--- config.mk ---
export PLATFORM = sky130hd
export DESIGN_NAME = dsp_serial_ports
export DESIGN_NICKNAME = d
export VERILOG_FILES = /design/src/design/dsp_baud.v /design/src/design/dsp_serial_ports.v
export VERILOG_INCLUDE_DIRS = /design/src /design/src/pkg
export SDC_FILE = /design/constraint.sdc
export NUM_CORES = 1
export LEC_CHECK = 0
export BUFFER_PORTS_ARGS = -buffer_cell sky130_fd_sc_hd__buf_2
export CAP_MARGIN = 20
export CORE_ASPECT_RATIO = 1.75
export CORE_UTILIZATION = 60
export CTS_CLUSTER_DIAMETER = 150
export DETAILED_ROUTE_END_ITERATION = 10
export GPL_TIMING_DRIVEN = 0
export MAX_ROUTING_LAYER = met4
export PLACE_DENSITY = 0.82
export SLEW_MARGIN = 20
export SYNTH_ARGS = -nofsm -noshare
export SYNTH_HDL_FRONTEND = slang
export SYNTH_SLANG_ARGS = --single-unit
--- constraint.sdc ---
create_clock -name sys_clk -period 12.5 [get_ports sys_clk]
set_input_delay 2.5 -clock sys_clk [delete_from_list [all_inputs] [get_ports sys_clk]]
set_output_delay 2.5 -clock sys_clk [all_outputs]
set_load 0.1 [all_outputs]
--- src/pkg/dsp_consts.vh ---
// Constants shared by the dual serial port unit
`ifndef DSP_CONSTS_VH
`define DSP_CONSTS_VH

// Internal mode codes
`define DSP_MODE_SYNC 2'h0
`define DSP_MODE_UART8 2'h1
`define DSP_MODE_UART9 2'h2
`define DSP_MODE_UART9F 2'h3

// Baud generator reload values: tick period is value plus one clock
`define DSP_SYNC_DIV 16'h0005
`define DSP_FIXED_DIV 16'h000B

// Oversampling at 16 ticks per UART bit: last tick index and mid-bit index
`define DSP_SUB_LAST 4'hF
`define DSP_SUB_MID 4'h7

// Transmit frame lengths in bits, then receive data bit counts
`define DSP_BITS_SYNC 4'h8
`define DSP_BITS_U8 4'hA
`define DSP_BITS_U9 4'hB
`define DSP_RXBITS_U8 4'h8
`define DSP_RXBITS_U9 4'h9

// One-hot states
`define DSP_TX_IDLE 2'h1
`define DSP_TX_BUSY 2'h2
`define DSP_RX_IDLE 4'h1
`define DSP_RX_START 4'h2
`define DSP_RX_DATA 4'h4
`define DSP_RX_STOP 4'h8

`endif

--- src/design/dsp_baud.v ---
// Programmable baud tick generator
`timescale 1ns/1ps
`include "dsp_consts.vh"

module dsp_baud (
  input wire sys_clk,
  input wire reset,
  input wire [15:0] div,
  output wire tick
);
  reg [15:0] cnt_ff;

  // Pulse once every div+1 clocks
  assign tick = (cnt_ff >= div);

  always @(posedge sys_clk or posedge reset) begin
    if (reset) begin
      cnt_ff <= 16'h0000;
    end else if (tick) begin
      cnt_ff <= 16'h0000;
    end else begin
      cnt_ff <= cnt_ff + 16'h0001;
    end
  end
endmodule

--- src/design/dsp_serial_ports.v ---
// Two independent serial ports: port 0 sync or UART, port 1 UART only
`timescale 1ns/1ps
`include "dsp_consts.vh"

// What this block does
// - Two ports run fully independently, simultaneously
// - Mode and speed set separately per port
// - Port 0 sync and async; port 1 async
// - Sync mode: device drives clock, half-duplex
// - Async mode: transmitter and receiver run concurrently
// - Completed word moves into receive holding register
// - Port 0: sync fixed, UART8 variable, UART9 either
// - Port 1: UART8 and UART9, variable rate
// - Each port has its own baud generator
module dsp_serial_ports (
  input wire sys_clk,
  input wire reset,
  input wire [1:0] p0_mode,
  input wire [15:0] p0_baud_div,
  input wire p0_rx_en,
  input wire [8:0] p0_tx_data,
  input wire p0_tx_valid,
  output wire p0_tx_ready,
  output wire [8:0] p0_rx_data,
  output wire p0_rx_valid,
  input wire p0_rx_ack,
  output wire p0_overrun,
  input wire p0_rxd_i,
  output wire p0_rxd_o,
  output wire p0_rxd_oe,
  output wire p0_txd_o,
  input wire p1_mode,
  input wire [15:0] p1_baud_div,
  input wire p1_rx_en,
  input wire [8:0] p1_tx_data,
  input wire p1_tx_valid,
  output wire p1_tx_ready,
  output wire [8:0] p1_rx_data,
  output wire p1_rx_valid,
  input wire p1_rx_ack,
  output wire p1_overrun,
  input wire p1_rxd_i,
  output wire p1_txd_o
);
  wire [1:0] mode_w [0:1];
  wire [15:0] div_w [0:1];
  wire [8:0] txd_w [0:1];
  wire [1:0] rx_en_w;
  wire [1:0] tx_valid_w;
  wire [1:0] rx_ack_w;
  wire [1:0] rxd_w;
  wire [1:0] tx_ready_w;
  wire [8:0] rx_data_w [0:1];
  wire [1:0] rx_valid_w;
  wire [1:0] overrun_w;
  wire [1:0] line_o_w;
  wire [1:0] data_o_w;
  wire [1:0] data_oe_w;

  // Port 1 has only the two UART codes
  assign mode_w[0] = p0_mode;
  assign mode_w[1] = p1_mode ? `DSP_MODE_UART9 : `DSP_MODE_UART8;
  assign div_w[0] = p0_baud_div;
  assign div_w[1] = p1_baud_div;
  assign txd_w[0] = p0_tx_data;
  assign txd_w[1] = p1_tx_data;
  assign rx_en_w = {p1_rx_en, p0_rx_en};
  assign tx_valid_w = {p1_tx_valid, p0_tx_valid};
  assign rx_ack_w = {p1_rx_ack, p0_rx_ack};
  assign rxd_w = {p1_rxd_i, p0_rxd_i};

  assign p0_tx_ready = tx_ready_w[0];
  assign p0_rx_data = rx_data_w[0];
  assign p0_rx_valid = rx_valid_w[0];
  assign p0_overrun = overrun_w[0];
  assign p0_rxd_o = data_o_w[0];
  assign p0_rxd_oe = data_oe_w[0];
  assign p0_txd_o = line_o_w[0];
  assign p1_tx_ready = tx_ready_w[1];
  assign p1_rx_data = rx_data_w[1];
  assign p1_rx_valid = rx_valid_w[1];
  assign p1_overrun = overrun_w[1];
  assign p1_txd_o = line_o_w[1];

  // Frame length in bits for the transmit shifter
  function [3:0] dsp_tx_bits;
    input sync;
    input nine;
    begin
      if (sync) begin
        dsp_tx_bits = `DSP_BITS_SYNC;
      end else if (nine) begin
        dsp_tx_bits = `DSP_BITS_U9;
      end else begin
        dsp_tx_bits = `DSP_BITS_U8;
      end
    end
  endfunction

  genvar g;
  generate
    // Each port is a separate copy with no shared state
    for (g = 0; g < 2; g = g + 1) begin : gen_port
      reg [1:0] tx_st_ff;
      reg [10:0] tx_sh_ff;
      reg [3:0] tx_bit_ff;
      reg [3:0] tx_sub_ff;
      reg [3:0] rx_st_ff;
      reg [8:0] rx_sh_ff;
      reg [3:0] rx_bit_ff;
      reg [3:0] rx_sub_ff;
      reg sclk_ff;
      reg [8:0] hold_ff;
      reg hold_vld_ff;
      reg ovr_ff;
      wire tick;
      wire is_sync;
      wire nine;
      wire [15:0] div_sel;
      wire tx_go;
      wire rx_sync_go;
      wire rx_done;

      // Sync mode exists only on port 0
      assign is_sync = (g == 0) && (mode_w[g] == `DSP_MODE_SYNC);
      assign nine = (mode_w[g] == `DSP_MODE_UART9) || (mode_w[g] == `DSP_MODE_UART9F);
      // Fixed rate for sync and fixed UART9, variable otherwise
      assign div_sel = is_sync ? `DSP_SYNC_DIV :
                       (mode_w[g] == `DSP_MODE_UART9F) ? `DSP_FIXED_DIV : div_w[g];

      dsp_baud u_baud (
        .sys_clk(sys_clk),
        .reset(reset),
        .div(div_sel),
        .tick(tick)
      );

      // Sync mode moves one direction at a time
      assign tx_ready_w[g] = (tx_st_ff == `DSP_TX_IDLE) &&
                             !(is_sync && (rx_st_ff != `DSP_RX_IDLE));
      assign tx_go = tx_ready_w[g] && tx_valid_w[g];
      assign rx_sync_go = is_sync && rx_en_w[g] && (rx_st_ff == `DSP_RX_IDLE) &&
                          (tx_st_ff == `DSP_TX_IDLE) && !tx_valid_w[g];
      assign rx_done = tick && (rx_st_ff == `DSP_RX_STOP) &&
                       (is_sync || ((rx_sub_ff == `DSP_SUB_LAST) && rxd_w[g]));

      // Sync: shift clock on the txd pin, data on the two-way pin
      assign line_o_w[g] = is_sync ? sclk_ff : tx_sh_ff[0];
      assign data_o_w[g] = tx_sh_ff[0];
      assign data_oe_w[g] = is_sync && (tx_st_ff == `DSP_TX_BUSY);
      assign rx_data_w[g] = hold_ff;
      assign rx_valid_w[g] = hold_vld_ff;
      assign overrun_w[g] = ovr_ff;

      always @(posedge sys_clk or posedge reset) begin
        if (reset) begin
          tx_st_ff <= `DSP_TX_IDLE;
          tx_sh_ff <= 11'h7FF;
          tx_bit_ff <= 4'h0;
          tx_sub_ff <= 4'h0;
          rx_st_ff <= `DSP_RX_IDLE;
          rx_sh_ff <= 9'h000;
          rx_bit_ff <= 4'h0;
          rx_sub_ff <= 4'h0;
          sclk_ff <= 1'b1;
        end else begin
          // Transmitter
          case (tx_st_ff)
            `DSP_TX_IDLE: begin
              if (tx_go) begin
                // Data LSB first; UART frames add a low start bit and a high stop bit, sync sends data only
                if (is_sync) begin
                  tx_sh_ff <= {3'h7, txd_w[g][7:0]};
                end else if (nine) begin
                  tx_sh_ff <= {1'b1, txd_w[g], 1'b0};
                end else begin
                  tx_sh_ff <= {2'h3, txd_w[g][7:0], 1'b0};
                end
                tx_bit_ff <= dsp_tx_bits(is_sync, nine);
                tx_sub_ff <= 4'h0;
                tx_st_ff <= `DSP_TX_BUSY;
              end
            end
            `DSP_TX_BUSY: begin
              if (tick && is_sync) begin
                // Data moves on the falling shift clock and stands across the rising one;
                // one extra tick after the last rising edge keeps the data pin driven
                if (tx_bit_ff == 4'h0) begin
                  tx_st_ff <= `DSP_TX_IDLE;
                end else begin
                  sclk_ff <= ~sclk_ff;
                  if (!sclk_ff) begin
                    tx_bit_ff <= tx_bit_ff - 4'h1;
                  end else if (tx_bit_ff != `DSP_BITS_SYNC) begin
                    tx_sh_ff <= {1'b1, tx_sh_ff[10:1]};
                  end
                end
              end else if (tick) begin
                tx_sub_ff <= tx_sub_ff + 4'h1;
                if (tx_sub_ff == `DSP_SUB_LAST) begin
                  tx_sh_ff <= {1'b1, tx_sh_ff[10:1]};
                  tx_bit_ff <= tx_bit_ff - 4'h1;
                  if (tx_bit_ff == 4'h1) begin
                    tx_st_ff <= `DSP_TX_IDLE;
                  end
                end
              end
            end
            default: begin
              tx_st_ff <= `DSP_TX_IDLE;
            end
          endcase

          // Receiver runs alongside the transmitter in UART modes
          case (rx_st_ff)
            `DSP_RX_IDLE: begin
              rx_sub_ff <= 4'h0;
              if (rx_sync_go) begin
                rx_bit_ff <= `DSP_BITS_SYNC;
                rx_st_ff <= `DSP_RX_DATA;
              end else if (!is_sync && rx_en_w[g] && !rxd_w[g]) begin
                rx_st_ff <= `DSP_RX_START;
              end
            end
            `DSP_RX_START: begin
              if (tick) begin
                rx_sub_ff <= rx_sub_ff + 4'h1;
                if (rx_sub_ff == `DSP_SUB_MID) begin
                  // Glitch check at mid start bit
                  rx_sub_ff <= 4'h0;
                  rx_bit_ff <= nine ? `DSP_RXBITS_U9 : `DSP_RXBITS_U8;
                  rx_st_ff <= rxd_w[g] ? `DSP_RX_IDLE : `DSP_RX_DATA;
                end
              end
            end
            `DSP_RX_DATA: begin
              if (tick && is_sync) begin
                sclk_ff <= ~sclk_ff;
                // Sample on the rising shift clock edge
                if (!sclk_ff) begin
                  rx_sh_ff <= {rxd_w[g], rx_sh_ff[8:1]};
                  rx_bit_ff <= rx_bit_ff - 4'h1;
                  if (rx_bit_ff == 4'h1) begin
                    rx_st_ff <= `DSP_RX_STOP;
                  end
                end
              end else if (tick) begin
                rx_sub_ff <= rx_sub_ff + 4'h1;
                if (rx_sub_ff == `DSP_SUB_LAST) begin
                  rx_sh_ff <= {rxd_w[g], rx_sh_ff[8:1]};
                  rx_bit_ff <= rx_bit_ff - 4'h1;
                  if (rx_bit_ff == 4'h1) begin
                    rx_st_ff <= `DSP_RX_STOP;
                  end
                end
              end
            end
            `DSP_RX_STOP: begin
              if (tick) begin
                rx_sub_ff <= rx_sub_ff + 4'h1;
                // Bad stop bit drops the frame
                if (is_sync || (rx_sub_ff == `DSP_SUB_LAST)) begin
                  rx_st_ff <= `DSP_RX_IDLE;
                end
              end
            end
            default: begin
              rx_st_ff <= `DSP_RX_IDLE;
            end
          endcase
        end
      end

      // Holding register frees the shifter for the next word
      always @(posedge sys_clk or posedge reset) begin
        if (reset) begin
          hold_ff <= 9'h000;
          hold_vld_ff <= 1'b0;
          ovr_ff <= 1'b0;
        end else begin
          ovr_ff <= rx_done && hold_vld_ff && !rx_ack_w[g];
          if (rx_done) begin
            hold_ff <= nine ? rx_sh_ff : {1'b0, rx_sh_ff[8:1]};
            hold_vld_ff <= 1'b1;
          end else if (rx_ack_w[g]) begin
            hold_vld_ff <= 1'b0;
          end
        end
      end
    end
  endgenerate
endmodule

==> run metrics, run 1 <==
outcome=finished clean; first-pass GRT wire length=28.73 mm; CP Data Arrival Time=slightly above 4 ns; Final Hold Fails=0; Total Power=roughly 1.7 mW; Peak VDD IR=between 100 and 150 uV; Avg Inst Size Synth=around 9.6 um2; DR pass1 iterations=5; Die W=about 90 um; Core Region=12870 um2; routability congestion estimate from global placement=a little over 0.9; Worst-Skew Late Latency=roughly 0.42 ns; cells after synthesis=around 830; CTS tree=yes; clk buf depth=2; # port buffers=slightly below 90; largest cells by area after synthesis=dfrtp_1 36%, dfstp_2 8.3%, ha_1 7.6%; Remaining DRCs=0; Setup Viol. Count Final=0; I/O pins=91; fill count=roughly 1000; worst path cell trace=buf_4 > or2_1 > buf_4 > buf_1 > nand2_1 > nand2_1 > buf_2; mean routed wirelength per cell=~15 um; H-tree Lvls=4; hold buffer count at cts=0; CP Max Fanout=10; P_leak=4.506 nW; Final Instance Area=9198 um2; RSZ-0062 raised after global routing=no; Final Max Tran Viols=0; Netlist Area Pre-Place=between 7000 and 8000 um2; initial antenna violation count=0; final period utilization=0.5310; pin count of the biggest net entering global routing=89; DP Area=~8600 um2; Async SR Flop Fraction=1.000; Post-DP HPWL=12.54 mm; number of cell rows=55; Slew headroom=0.4618; CP max stage delay=roughly 0.53 ns; # Max-Cap Violations=0; clk root buf=clkbuf_16; Worst Path Required=10.00 ns; DIE HEIGHT=around 150 um; syn nets=around 940; non-filler instance count after layout=1117; Worst setup EP type=output pin; Placed Cells incl. Taps=around 1100; Setup crit start kind=input port; DRT antenna net count=0; pre-CTS WS=between 5 and 6 ns; multi-input logic area=approximately 4100 um2; Worst-Margin Slew=around 0.80 ns; CTS Buf Count=17; Seq cells post-synth=between 100 and 150; Synth Flop Type=dfrtp_1; post-synthesis cell type count=65; number of flops mapped to enable cells by yosys=0; Slowest cell on crit path=buf_1; setup TNS=0 ns; postcts setup bufs=0; post-CTS resize count=0; vias in the first global route=~6400; final WL=about 17 mm; Fmax=about 0.15 GHz; Starting Density=0.6125; vias per cell=approximately 5.7; CP Class=in -> out; DR iter-0 viols=approximately 300; Die ar.=approximately 14000 um2; post-synthesis sequential area ratio=0.4389; share of cells above drive strength 1=0.2230; clock slew at reported path FFs=approximately 0.06 ns; minimum clock period=approximately 6.6 ns; setup ws final=5.862 ns; Final Skew=0.007322 ns; YS warnings=0; Register Area=approximately 3500 um2; Hold Crit Class=reg -> reg; Num Clock Sinks=between 100 and 150; Layout area overhead=16.68%; Congestion Overflow GR=0; share of the synthesized area in the top cell type=0.3556; GRT Util Overall=0.2774; diodes inserted=0; area leader, netlist=dfrtp_1; Vias=6367; NumNets Final=~1000; Cell Pwr Density=between 150 and 200 nW/um2
==> critical path: cells and delay by family <==
family / cells / cell delay (ns)
simple gates: 3 / 0.32
buf+inv: 4 / 1.29
==> where the power goes <==
part	internal, mW	leakage [nW]	switching (mW)	total (mW)
registers	0.531	1.77	0.0739	0.605
clock network	0.324	0.300	0.201	0.526
logic	0.218	2.44	0.318	0.536
==> cell type report <==
class                      count  share of cell area
buffer                        29             0.01360
clock buffer                  18             0.04775
clock inverter                14             0.02027
inverter                      45             0.01918
multi-input combinational    614              0.4489
sequential                   137              0.3761
tap                          171             0.02326
timing repair buffer          89             0.05088
==> cell families (layout without fill, tap and decap cells) <==
group,Yosys count,after routing,synth area share
xor+xnor,34,34,0.03778
mux,79,79,0.1084
buf+inv,74,195,0.03730
simple gates,290,290,0.1748
compound gates,162,162,0.1254
fa+ha+maj,49,49,0.07746
flops,137,137,0.4389
==> routing by layer <==
metal,up-vias,share of wire,global-route usage
met1,3031,0.37,0.2822
met2,160,0.55,0.4897
met4,0,0.045,0.1567
li1,3114,-,-
met3,62,0.031,0.04348
met5,-,0,-
==> placed cells by master (no fill, tap or decap), types with 3 or more instances in the layout <==
cell / count
dfrtp_1: 112
nand2_1: 102
buf_2: 92
nor2_1: 68
o21ai_0: 68
ha_1: 48
mux2_2: 47
inv_1: 44
a21oi_1: 34
nand3_1: 34
mux2i_1: 31
dfstp_2: 25
xor2_1: 22
clkbuf_1: 18
clkbuf_16: 17
and3_1: 14
nor3_1: 12
xnor2_1: 12
nand4_1: 10
nand2b_1: 10
nor2b_1: 9
a31oi_1: 8
and2_1: 6
a21o_1: 6
o31ai_1: 6
nor4b_1: 5
inv_6: 5
buf_1: 4
o21bai_1: 4
or3_1: 4
o21ai_1: 3
buf_4: 3
o21a_1: 3
nand3b_1: 3
nor3b_1: 3
a22o_1: 3
clkinv_4: 3
bufinv_16: 3
==> worst paths after layout <==
path	cells after the start	slack [ns]	startpoint	to
min reg2reg	2	0.47	gen_port[1].tx_sh_ff[1]$_DFFE_PP1P_	gen_port[1].tx_sh_ff[0]$_DFFE_PP1P_
min in group asynchronous	2	2.08	reset	p1_rx_data[6]$_DFFE_PP0P_
max	7	5.86	p0_mode[1]	p0_txd_o
max in group asynchronous	3	9.62	reset	gen_port[0].tx_sh_ff[0]$_DFFE_PP1P_
max reg2reg	9	9.24	gen_port[1].u_baud.cnt_ff[2]$_DFF_PP0_	p1_rx_data[2]$_DFFE_PP0P_
min	2	0.47	gen_port[1].tx_sh_ff[1]$_DFFE_PP1P_	gen_port[1].tx_sh_ff[0]$_DFFE_PP1P_
==> cell usage after synthesis, types with 2 or more instances <==
| master | count |
|---|---|
| o22a_1 | 2 |
| mux2_2 | 47 |
| mux2i_1 | 31 |
| o21bai_1 | 4 |
| o21a_1 | 3 |
| buf_1 | 4 |
| nand3_1 | 34 |
| inv_1 | 45 |
| a31oi_1 | 8 |
| a21boi_0 | 2 |
| or3_1 | 4 |
| nor4b_2 | 2 |
| a211oi_1 | 2 |
| a211o_1 | 2 |
| nor2_1 | 68 |
| dfstp_2 | 25 |
| o31ai_1 | 6 |
| a22o_1 | 3 |
| dfrtp_1 | 112 |
| nor2b_1 | 9 |
| clkbuf_1 | 18 |
| or2_1 | 2 |
| nor3b_1 | 3 |
| nor3_1 | 12 |
| o21ai_1 | 3 |
| o21ai_0 | 68 |
| buf_2 | 4 |
| xor2_1 | 22 |
| buf_4 | 3 |
| a21oi_1 | 34 |
| and2_1 | 6 |
| a21o_1 | 6 |
| xnor2_1 | 12 |
| ha_1 | 48 |
| nand3b_1 | 3 |
| nand2_1 | 102 |
| nand2b_1 | 10 |
| nor4b_1 | 5 |
| and3_1 | 14 |
| nor4_1 | 2 |
| a41oi_1 | 2 |
| nand4_1 | 10 |
==> registers in the layout (all words and copies together) (netlist names), 8 cells and up <==
name                    cells
p1_rx_data                  9
gen_port.rx_sh_ff          18
gen_port.rx_bit_ff          8
gen_port.u_baud.cnt_ff     32
gen_port.rx_st_ff           8
gen_port.tx_sh_ff          20
p0_rx_data                  9
gen_port.rx_sub_ff          8
gen_port.tx_sub_ff          8
gen_port.tx_bit_ff          8
==> through the flow <==
step                      utilization  hold slack (ns)
after floorplan                     -           0.4410
after global placement         0.6634           0.4533
after detailed placement       0.6661           0.4684
after CTS                      0.7147           0.4796
after global routing           0.7147           0.4920
final                          0.7147           0.4750
(Power assumes the default switching activity.)
==> inputs of run 2 (changes only) <==
--- a/config.mk
+++ b/config.mk
@@ -9,12 +9,12 @@
 export BUFFER_PORTS_ARGS = -buffer_cell sky130_fd_sc_hd__buf_2
 export CAP_MARGIN = 20
 export CORE_ASPECT_RATIO = 1.75
-export CORE_UTILIZATION = 60
+export CORE_UTILIZATION = 53
 export CTS_CLUSTER_DIAMETER = 150
 export DETAILED_ROUTE_END_ITERATION = 10
 export GPL_TIMING_DRIVEN = 0
 export MAX_ROUTING_LAYER = met4
-export PLACE_DENSITY = 0.82
+export PLACE_DENSITY = 0.76
 export SLEW_MARGIN = 20
 export SYNTH_ARGS = -nofsm -noshare
 export SYNTH_HDL_FRONTEND = slang
==> constraint.sdc (replaced) <==
create_clock -name sys_clk -period 5.5 [get_ports sys_clk]
set_input_delay 1.1 -clock sys_clk [delete_from_list [all_inputs] [get_ports sys_clk]]
set_output_delay 1.1 -clock sys_clk [all_outputs]
set_load 0.1 [all_outputs]
==> run metrics, run 2 (same netlist as run 1, synthesis figures left out) <==
Fmax=about 0.22 GHz; diodes inserted=0; biggest regs=gen_port.u_baud.cnt_ff (32), gen_port.tx_sh_ff (20), gen_port.rx_sh_ff (18); Starting Density=0.5458; GRT Util Overall=0.2408; NumNets Final=1044; minimum clock period=4.447 ns; Num Clock Sinks=137; Met2 Wirelength=9.392 mm; CTS Buf Count=17; hold buffer count at cts=0; Total Power=roughly 3.7 mW; Highest Signal Layer=met4; P_leak=4.470 nW; routability congestion estimate from global placement=approximately 0.88; Die ar.=15380 um2; initial antenna violation count=0; Layout area overhead=16.05%; Setup Viol. Count Final=0; clk root buf=clkbuf_16; Core Region=between 10000 and 15000 um2; vias per cell=5.551; commonest cells after routing, fill and taps aside=112 x dfrtp_1, 102 x nand2_1, 92 x buf_2; clk buf depth=2; I/O pins=91; clock slew at reported path FFs=approximately 0.070 ns; # port buffers=88; DRT antenna net count=0; Remaining DRCs=0; Final Max Tran Viols=0; Worst setup EP type=flop; mean routed wirelength per cell=around 15 um; Worst-Skew Late Latency=0.41 ns; share of cells above drive strength 1=0.2220; first-pass GRT wire length=28.26 mm; CP Data Arrival Time=about 4.7 ns; Peak VDD IR=approximately 320 uV; pre-CTS WS=between 0.6 and 0.7 ns; wl on met1=6.599 mm; setup ws final=~1.1 ns; post-CTS resize count=0; Congestion Overflow GR=0; vias in the first global route=a little over 6000; Worst Path Required=between 5 and 6 ns; CP Max Fanout=10; RSZ-0062 raised after global routing=no; H-tree Lvls=4; DR iter-0 viols=230; CP Class=in -> reg; Worst-Margin Slew=between 0.8 and 0.9 ns; Cell Pwr Density=roughly 400 nW/um2; Most flops, register=gen_port.u_baud.cnt_ff; Final Hold Fails=0; final WL=16.88 mm; Setup crit start kind=input port; Post-DP HPWL=~13 mm; number of flip-flops in the largest register=32; Vias=6250; DIE HEIGHT=163.3 um; CTS tree=yes; most common cell after layout, fill and taps aside=dfrtp_1; DR pass1 iterations=4; postcts setup bufs=0; pin count of the biggest net entering global routing=72; Hold Crit Class=reg -> reg; Min Hold Slack=0.4657 ns; met3 WL=~420 um; final period utilization=0.8085; # Max-Cap Violations=0; outcome=finished clean; Final Skew=between 0.015 and 0.02 ns; number of cell rows=58; Die W=94.19 um; Final Util=0.6334; Slew headroom=0.4592
==> run 2: changes by cell type in the layout (fill, tap and decap cells not counted), sizes merged <==
| cell | before | now |
|---|---|---|
| bufinv | 3 | 1 |
| clkinvlp | 2 | 4 |
==> run 2: critical path, cell delays in order <==
cell      delay [ns]
buf_4           0.18
xor2_1          0.40
clkbuf_1        0.41
nand2_1         0.10
ha_1            0.31
nand4_1         0.19
nor3_1          0.24
inv_1           0.11
o21bai_1        0.21
clkbuf_1        0.43
clkbuf_1        0.49
buf_1           0.41
nor2_1          0.11
==> run 2: final timing paths <==
kind	startpoint	to	slack, ns	cells past startpoint
setup / recovery	p0_mode[1]	gen_port[0].u_baud.cnt_ff[7]$_DFF_PP0_	1.05	13
hold / removal	gen_port[1].tx_sh_ff[9]$_DFFE_PP1P_	gen_port[1].tx_sh_ff[9]$_DFFE_PP1P_	0.47	2
setup reg to reg	gen_port[1].u_baud.cnt_ff[2]$_DFF_PP0_	p1_rx_data[5]$_DFFE_PP0P_	2.25	9
hold reg to reg	gen_port[1].tx_sh_ff[9]$_DFFE_PP1P_	gen_port[1].tx_sh_ff[9]$_DFFE_PP1P_	0.47	2
max in group asynchronous	reset	gen_port[0].rx_st_ff[0]$_DFFE_PP1P_	4.01	3
min in group asynchronous	reset	gen_port[1].u_baud.cnt_ff[2]$_DFF_PP0_	0.73	2
==> run 2: layout make-up <==
cell class,count,area [um2]
Timing Repair Buffer,89,467.9
Sequential cell,137,3460
Clock buffer,18,429.2
Clock inverter,14,135.1
Fill cell,1229,5294
Tap cell,180,225.2
Multi-Input combinational cell,614,4129
Buffer,29,125.1
Inverter,45,176.4
==> run 2: stage by stage <==
| stage | setup TNS, ns | area (um2) | cells |
|---|---|---|---|
| after floorplan | 0 | 7883 | 825 |
| after global placement | -99.99 | 8548 | 1093 |
| after detailed placement | 0 | 8583 | 1094 |
| after CTS | 0 | 9148 | 1126 |
| after global routing | 0 | 9148 | 1126 |
| final | 0 | 9148 | 1126 |
==> run 2: power breakdown <==
group,switching [mW],internal (mW)
Combinational,0.713,0.493
Clock,0.457,0.631
Sequential,0.163,1.21
Total,1.33,2.33
==> run 2: per-layer routing <==
layer,vias to the layer above,GRT usage
met1,2987,0.2505
met2,121,0.4361
met3,32,0.03631
met5,-,-
met4,0,0.1112
li1,3110,-
==> inputs of run 3 (changes only) <==
==> constraint.sdc (replaced) <==
create_clock -name sys_clk -period 3.7 [get_ports sys_clk]
set_input_delay 0.74 -clock sys_clk [delete_from_list [all_inputs] [get_ports sys_clk]]
set_output_delay 0.74 -clock sys_clk [all_outputs]
set_load 0.1 [all_outputs]
==> run metrics, run 3 (same netlist as run 1, synthesis figures left out) <==
Worst Path Required=4.00 ns; Fmax=0.2879 GHz; clk buf depth=2; CP max stage delay=0.48 ns; H-tree Lvls=4; routability congestion estimate from global placement=a little under 0.9; number of cell rows=a little under 60; CP Class=in -> reg; Reg2Reg Setup Slack=about 0.48 ns; Min Hold Slack=approximately 0.36 ns; Layout area overhead=17.16%; DIE HEIGHT=about 160 um; share of cells above drive strength 1=0.2329; CP Data Arrival Time=~3.8 ns; Final Util=0.6395; vias in the first global route=~6500; DR iter-0 viols=around 260; Placed Cells incl. Taps=around 1100; Most flops, register=gen_port.u_baud.cnt_ff; non-filler instance count after layout=about 1100; Cell Pwr Density=599.4 nW/um2; Starting Density=0.5458; CTS Buf Count=17; Congestion Overflow GR=0; CP Max Fanout=10; vias per cell=roughly 5.6; Setup crit start kind=input port; Peak VDD IR=~630 uV; Final Skew=~0.009 ns; setup TNS=0 ns; final WL=17.14 mm; Crit path max-delay family=compound AO/OA/AOI/OAI gates; Die W=94.19 um; Final Instance Area=between 9000 and 10000 um2; Hold Crit Class=in -> async; Vias=6317; P_leak=between 4 and 5 nW; Worst-Margin Slew=0.7679 ns; Die ar.=15380 um2; commonest cells after routing, fill and taps aside=112 x dfrtp_1, 102 x nand2_1, 93 x buf_2; pre-CTS WS=-0.8501 ns; Final Max Tran Viols=0; mean routed wirelength per cell=15.16 um; pin count of the biggest net entering global routing=35; # Max-Cap Violations=0; initial antenna violation count=1; RSZ-0062 raised after global routing=no; Worst path depth=12; number of flip-flops in the largest register=32; biggest regs=gen_port.u_baud.cnt_ff (32), gen_port.tx_sh_ff (20), gen_port.rx_sh_ff (18); Total Power=between 5 and 6 mW; FF-to-FF path depth=9; clock slew at reported path FFs=roughly 0.06 ns; # port buffers=88; GRT Util Overall=0.2487; Worst setup EP type=flop; minimum clock period=between 3 and 4 ns; Setup Viol. Count Final=0; DP Area=8632 um2; Core Region=~14000 um2; Num Clock Sinks=approximately 140; hold buffer count at cts=0; DR pass1 iterations=7; first-pass GRT wire length=approximately 29 mm; Remaining DRCs=0; NumNets Final=1047; final period utilization=0.9388; setup ws final=~0.23 ns; Final Hold Fails=0; Slowest cell on crit path=or4_1; Post-DP HPWL=12.97 mm; CTS tree=yes; clk root buf=clkbuf_16; Slew headroom=0.4824; DRT antenna net count=0; most common cell after layout, fill and taps aside=dfrtp_1; Worst Path Buf+Inv=2; worst path cell trace=buf_2 > xor2_2 > clkbuf_2 > nand2_1 > ha_1 > a21oi_1 > o21ai_0 > o21bai_1 > o21ba_2 > or4_1 > a221o_1 > mux2_4; Worst-Skew Late Latency=0.41 ns; I/O pins=just over 90; fill count=1225; outcome=finished clean
-- run 3: changes by cell type in the layout (fill, tap and decap cells not counted), sizes merged --
cell,before,now
inv,51,52
clkinv,3,4
diode,0,1
buf,100,102
clkinvlp,4,3
-- run 3: final cells by class --
type | count | area [um2] | share of cell area
diodes | 1 | 2.502 | 0.0002710
plain buffers | 29 | 131.4 | 0.01423
clock buffers | 17 | 425.4 | 0.04606
clock inverters | 15 | 156.4 | 0.01694
inverters | 45 | 172.7 | 0.01870
multi-input cells | 614 | 4141 | 0.4484
flip-flops and latches | 137 | 3460 | 0.3746
well taps | 180 | 225.2 | 0.02439
repair buffers | 92 | 520.5 | 0.05636
-- run 3: where the power goes --
part           switching (mW)  internal, mW  total (mW)
sequential              0.243          1.79        2.04
combinational            1.08         0.748        1.82
clock                   0.722         0.953        1.68
total                    2.04          3.49        5.54
-- run 3: path summary, 6_finish.rpt --
check | endpoint | from
max in group asynchronous | gen_port[1].rx_st_ff[0]$_DFFE_PP1P_ | reset
max reg2reg | p1_rx_data[1]$_DFFE_PP0P_ | gen_port[1].u_baud.cnt_ff[2]$_DFF_PP0_
max | gen_port[0].tx_st_ff[1]$_DFFE_PP0P_ | p0_mode[0]
min | gen_port[1].tx_sub_ff[0]$_DFFE_PP0P_ | reset
min in group sys_clk | gen_port[1].tx_sh_ff[9]$_DFFE_PP1P_ | gen_port[1].tx_sh_ff[9]$_DFFE_PP1P_
min reg2reg | gen_port[1].tx_sh_ff[9]$_DFFE_PP1P_ | gen_port[1].tx_sh_ff[9]$_DFFE_PP1P_
-- run 3: timing repair --
action,4_1_cts,5_1_grt
resized for setup,5,2
setup buffers,0,0
endpoints found under the hold margin,0,0
pin swaps,0,0
endpoints found under the setup margin,38,10
-- run 3: layer usage --
metal  vias to the layer above  global-route usage  wire (um)
li1                       3118                   -          -
met1                      3021              0.2506       6543
met2                       138              0.4598       9663
met3                        40             0.04516        450
met4                         0              0.1021        478
met5                         -                   -          0
-- run 3: worst reg2reg max path, cell delays in order, from the launching register on --
cell and delay (ns):
dfrtp_1 0.44, ha_1 0.33, nand2_1 0.06, o21ai_1 0.13
a41oi_1 0.17, o41ai_2 0.78, nor3b_1 0.40, and3_1 0.25
buf_4 0.20, mux2_2 0.36
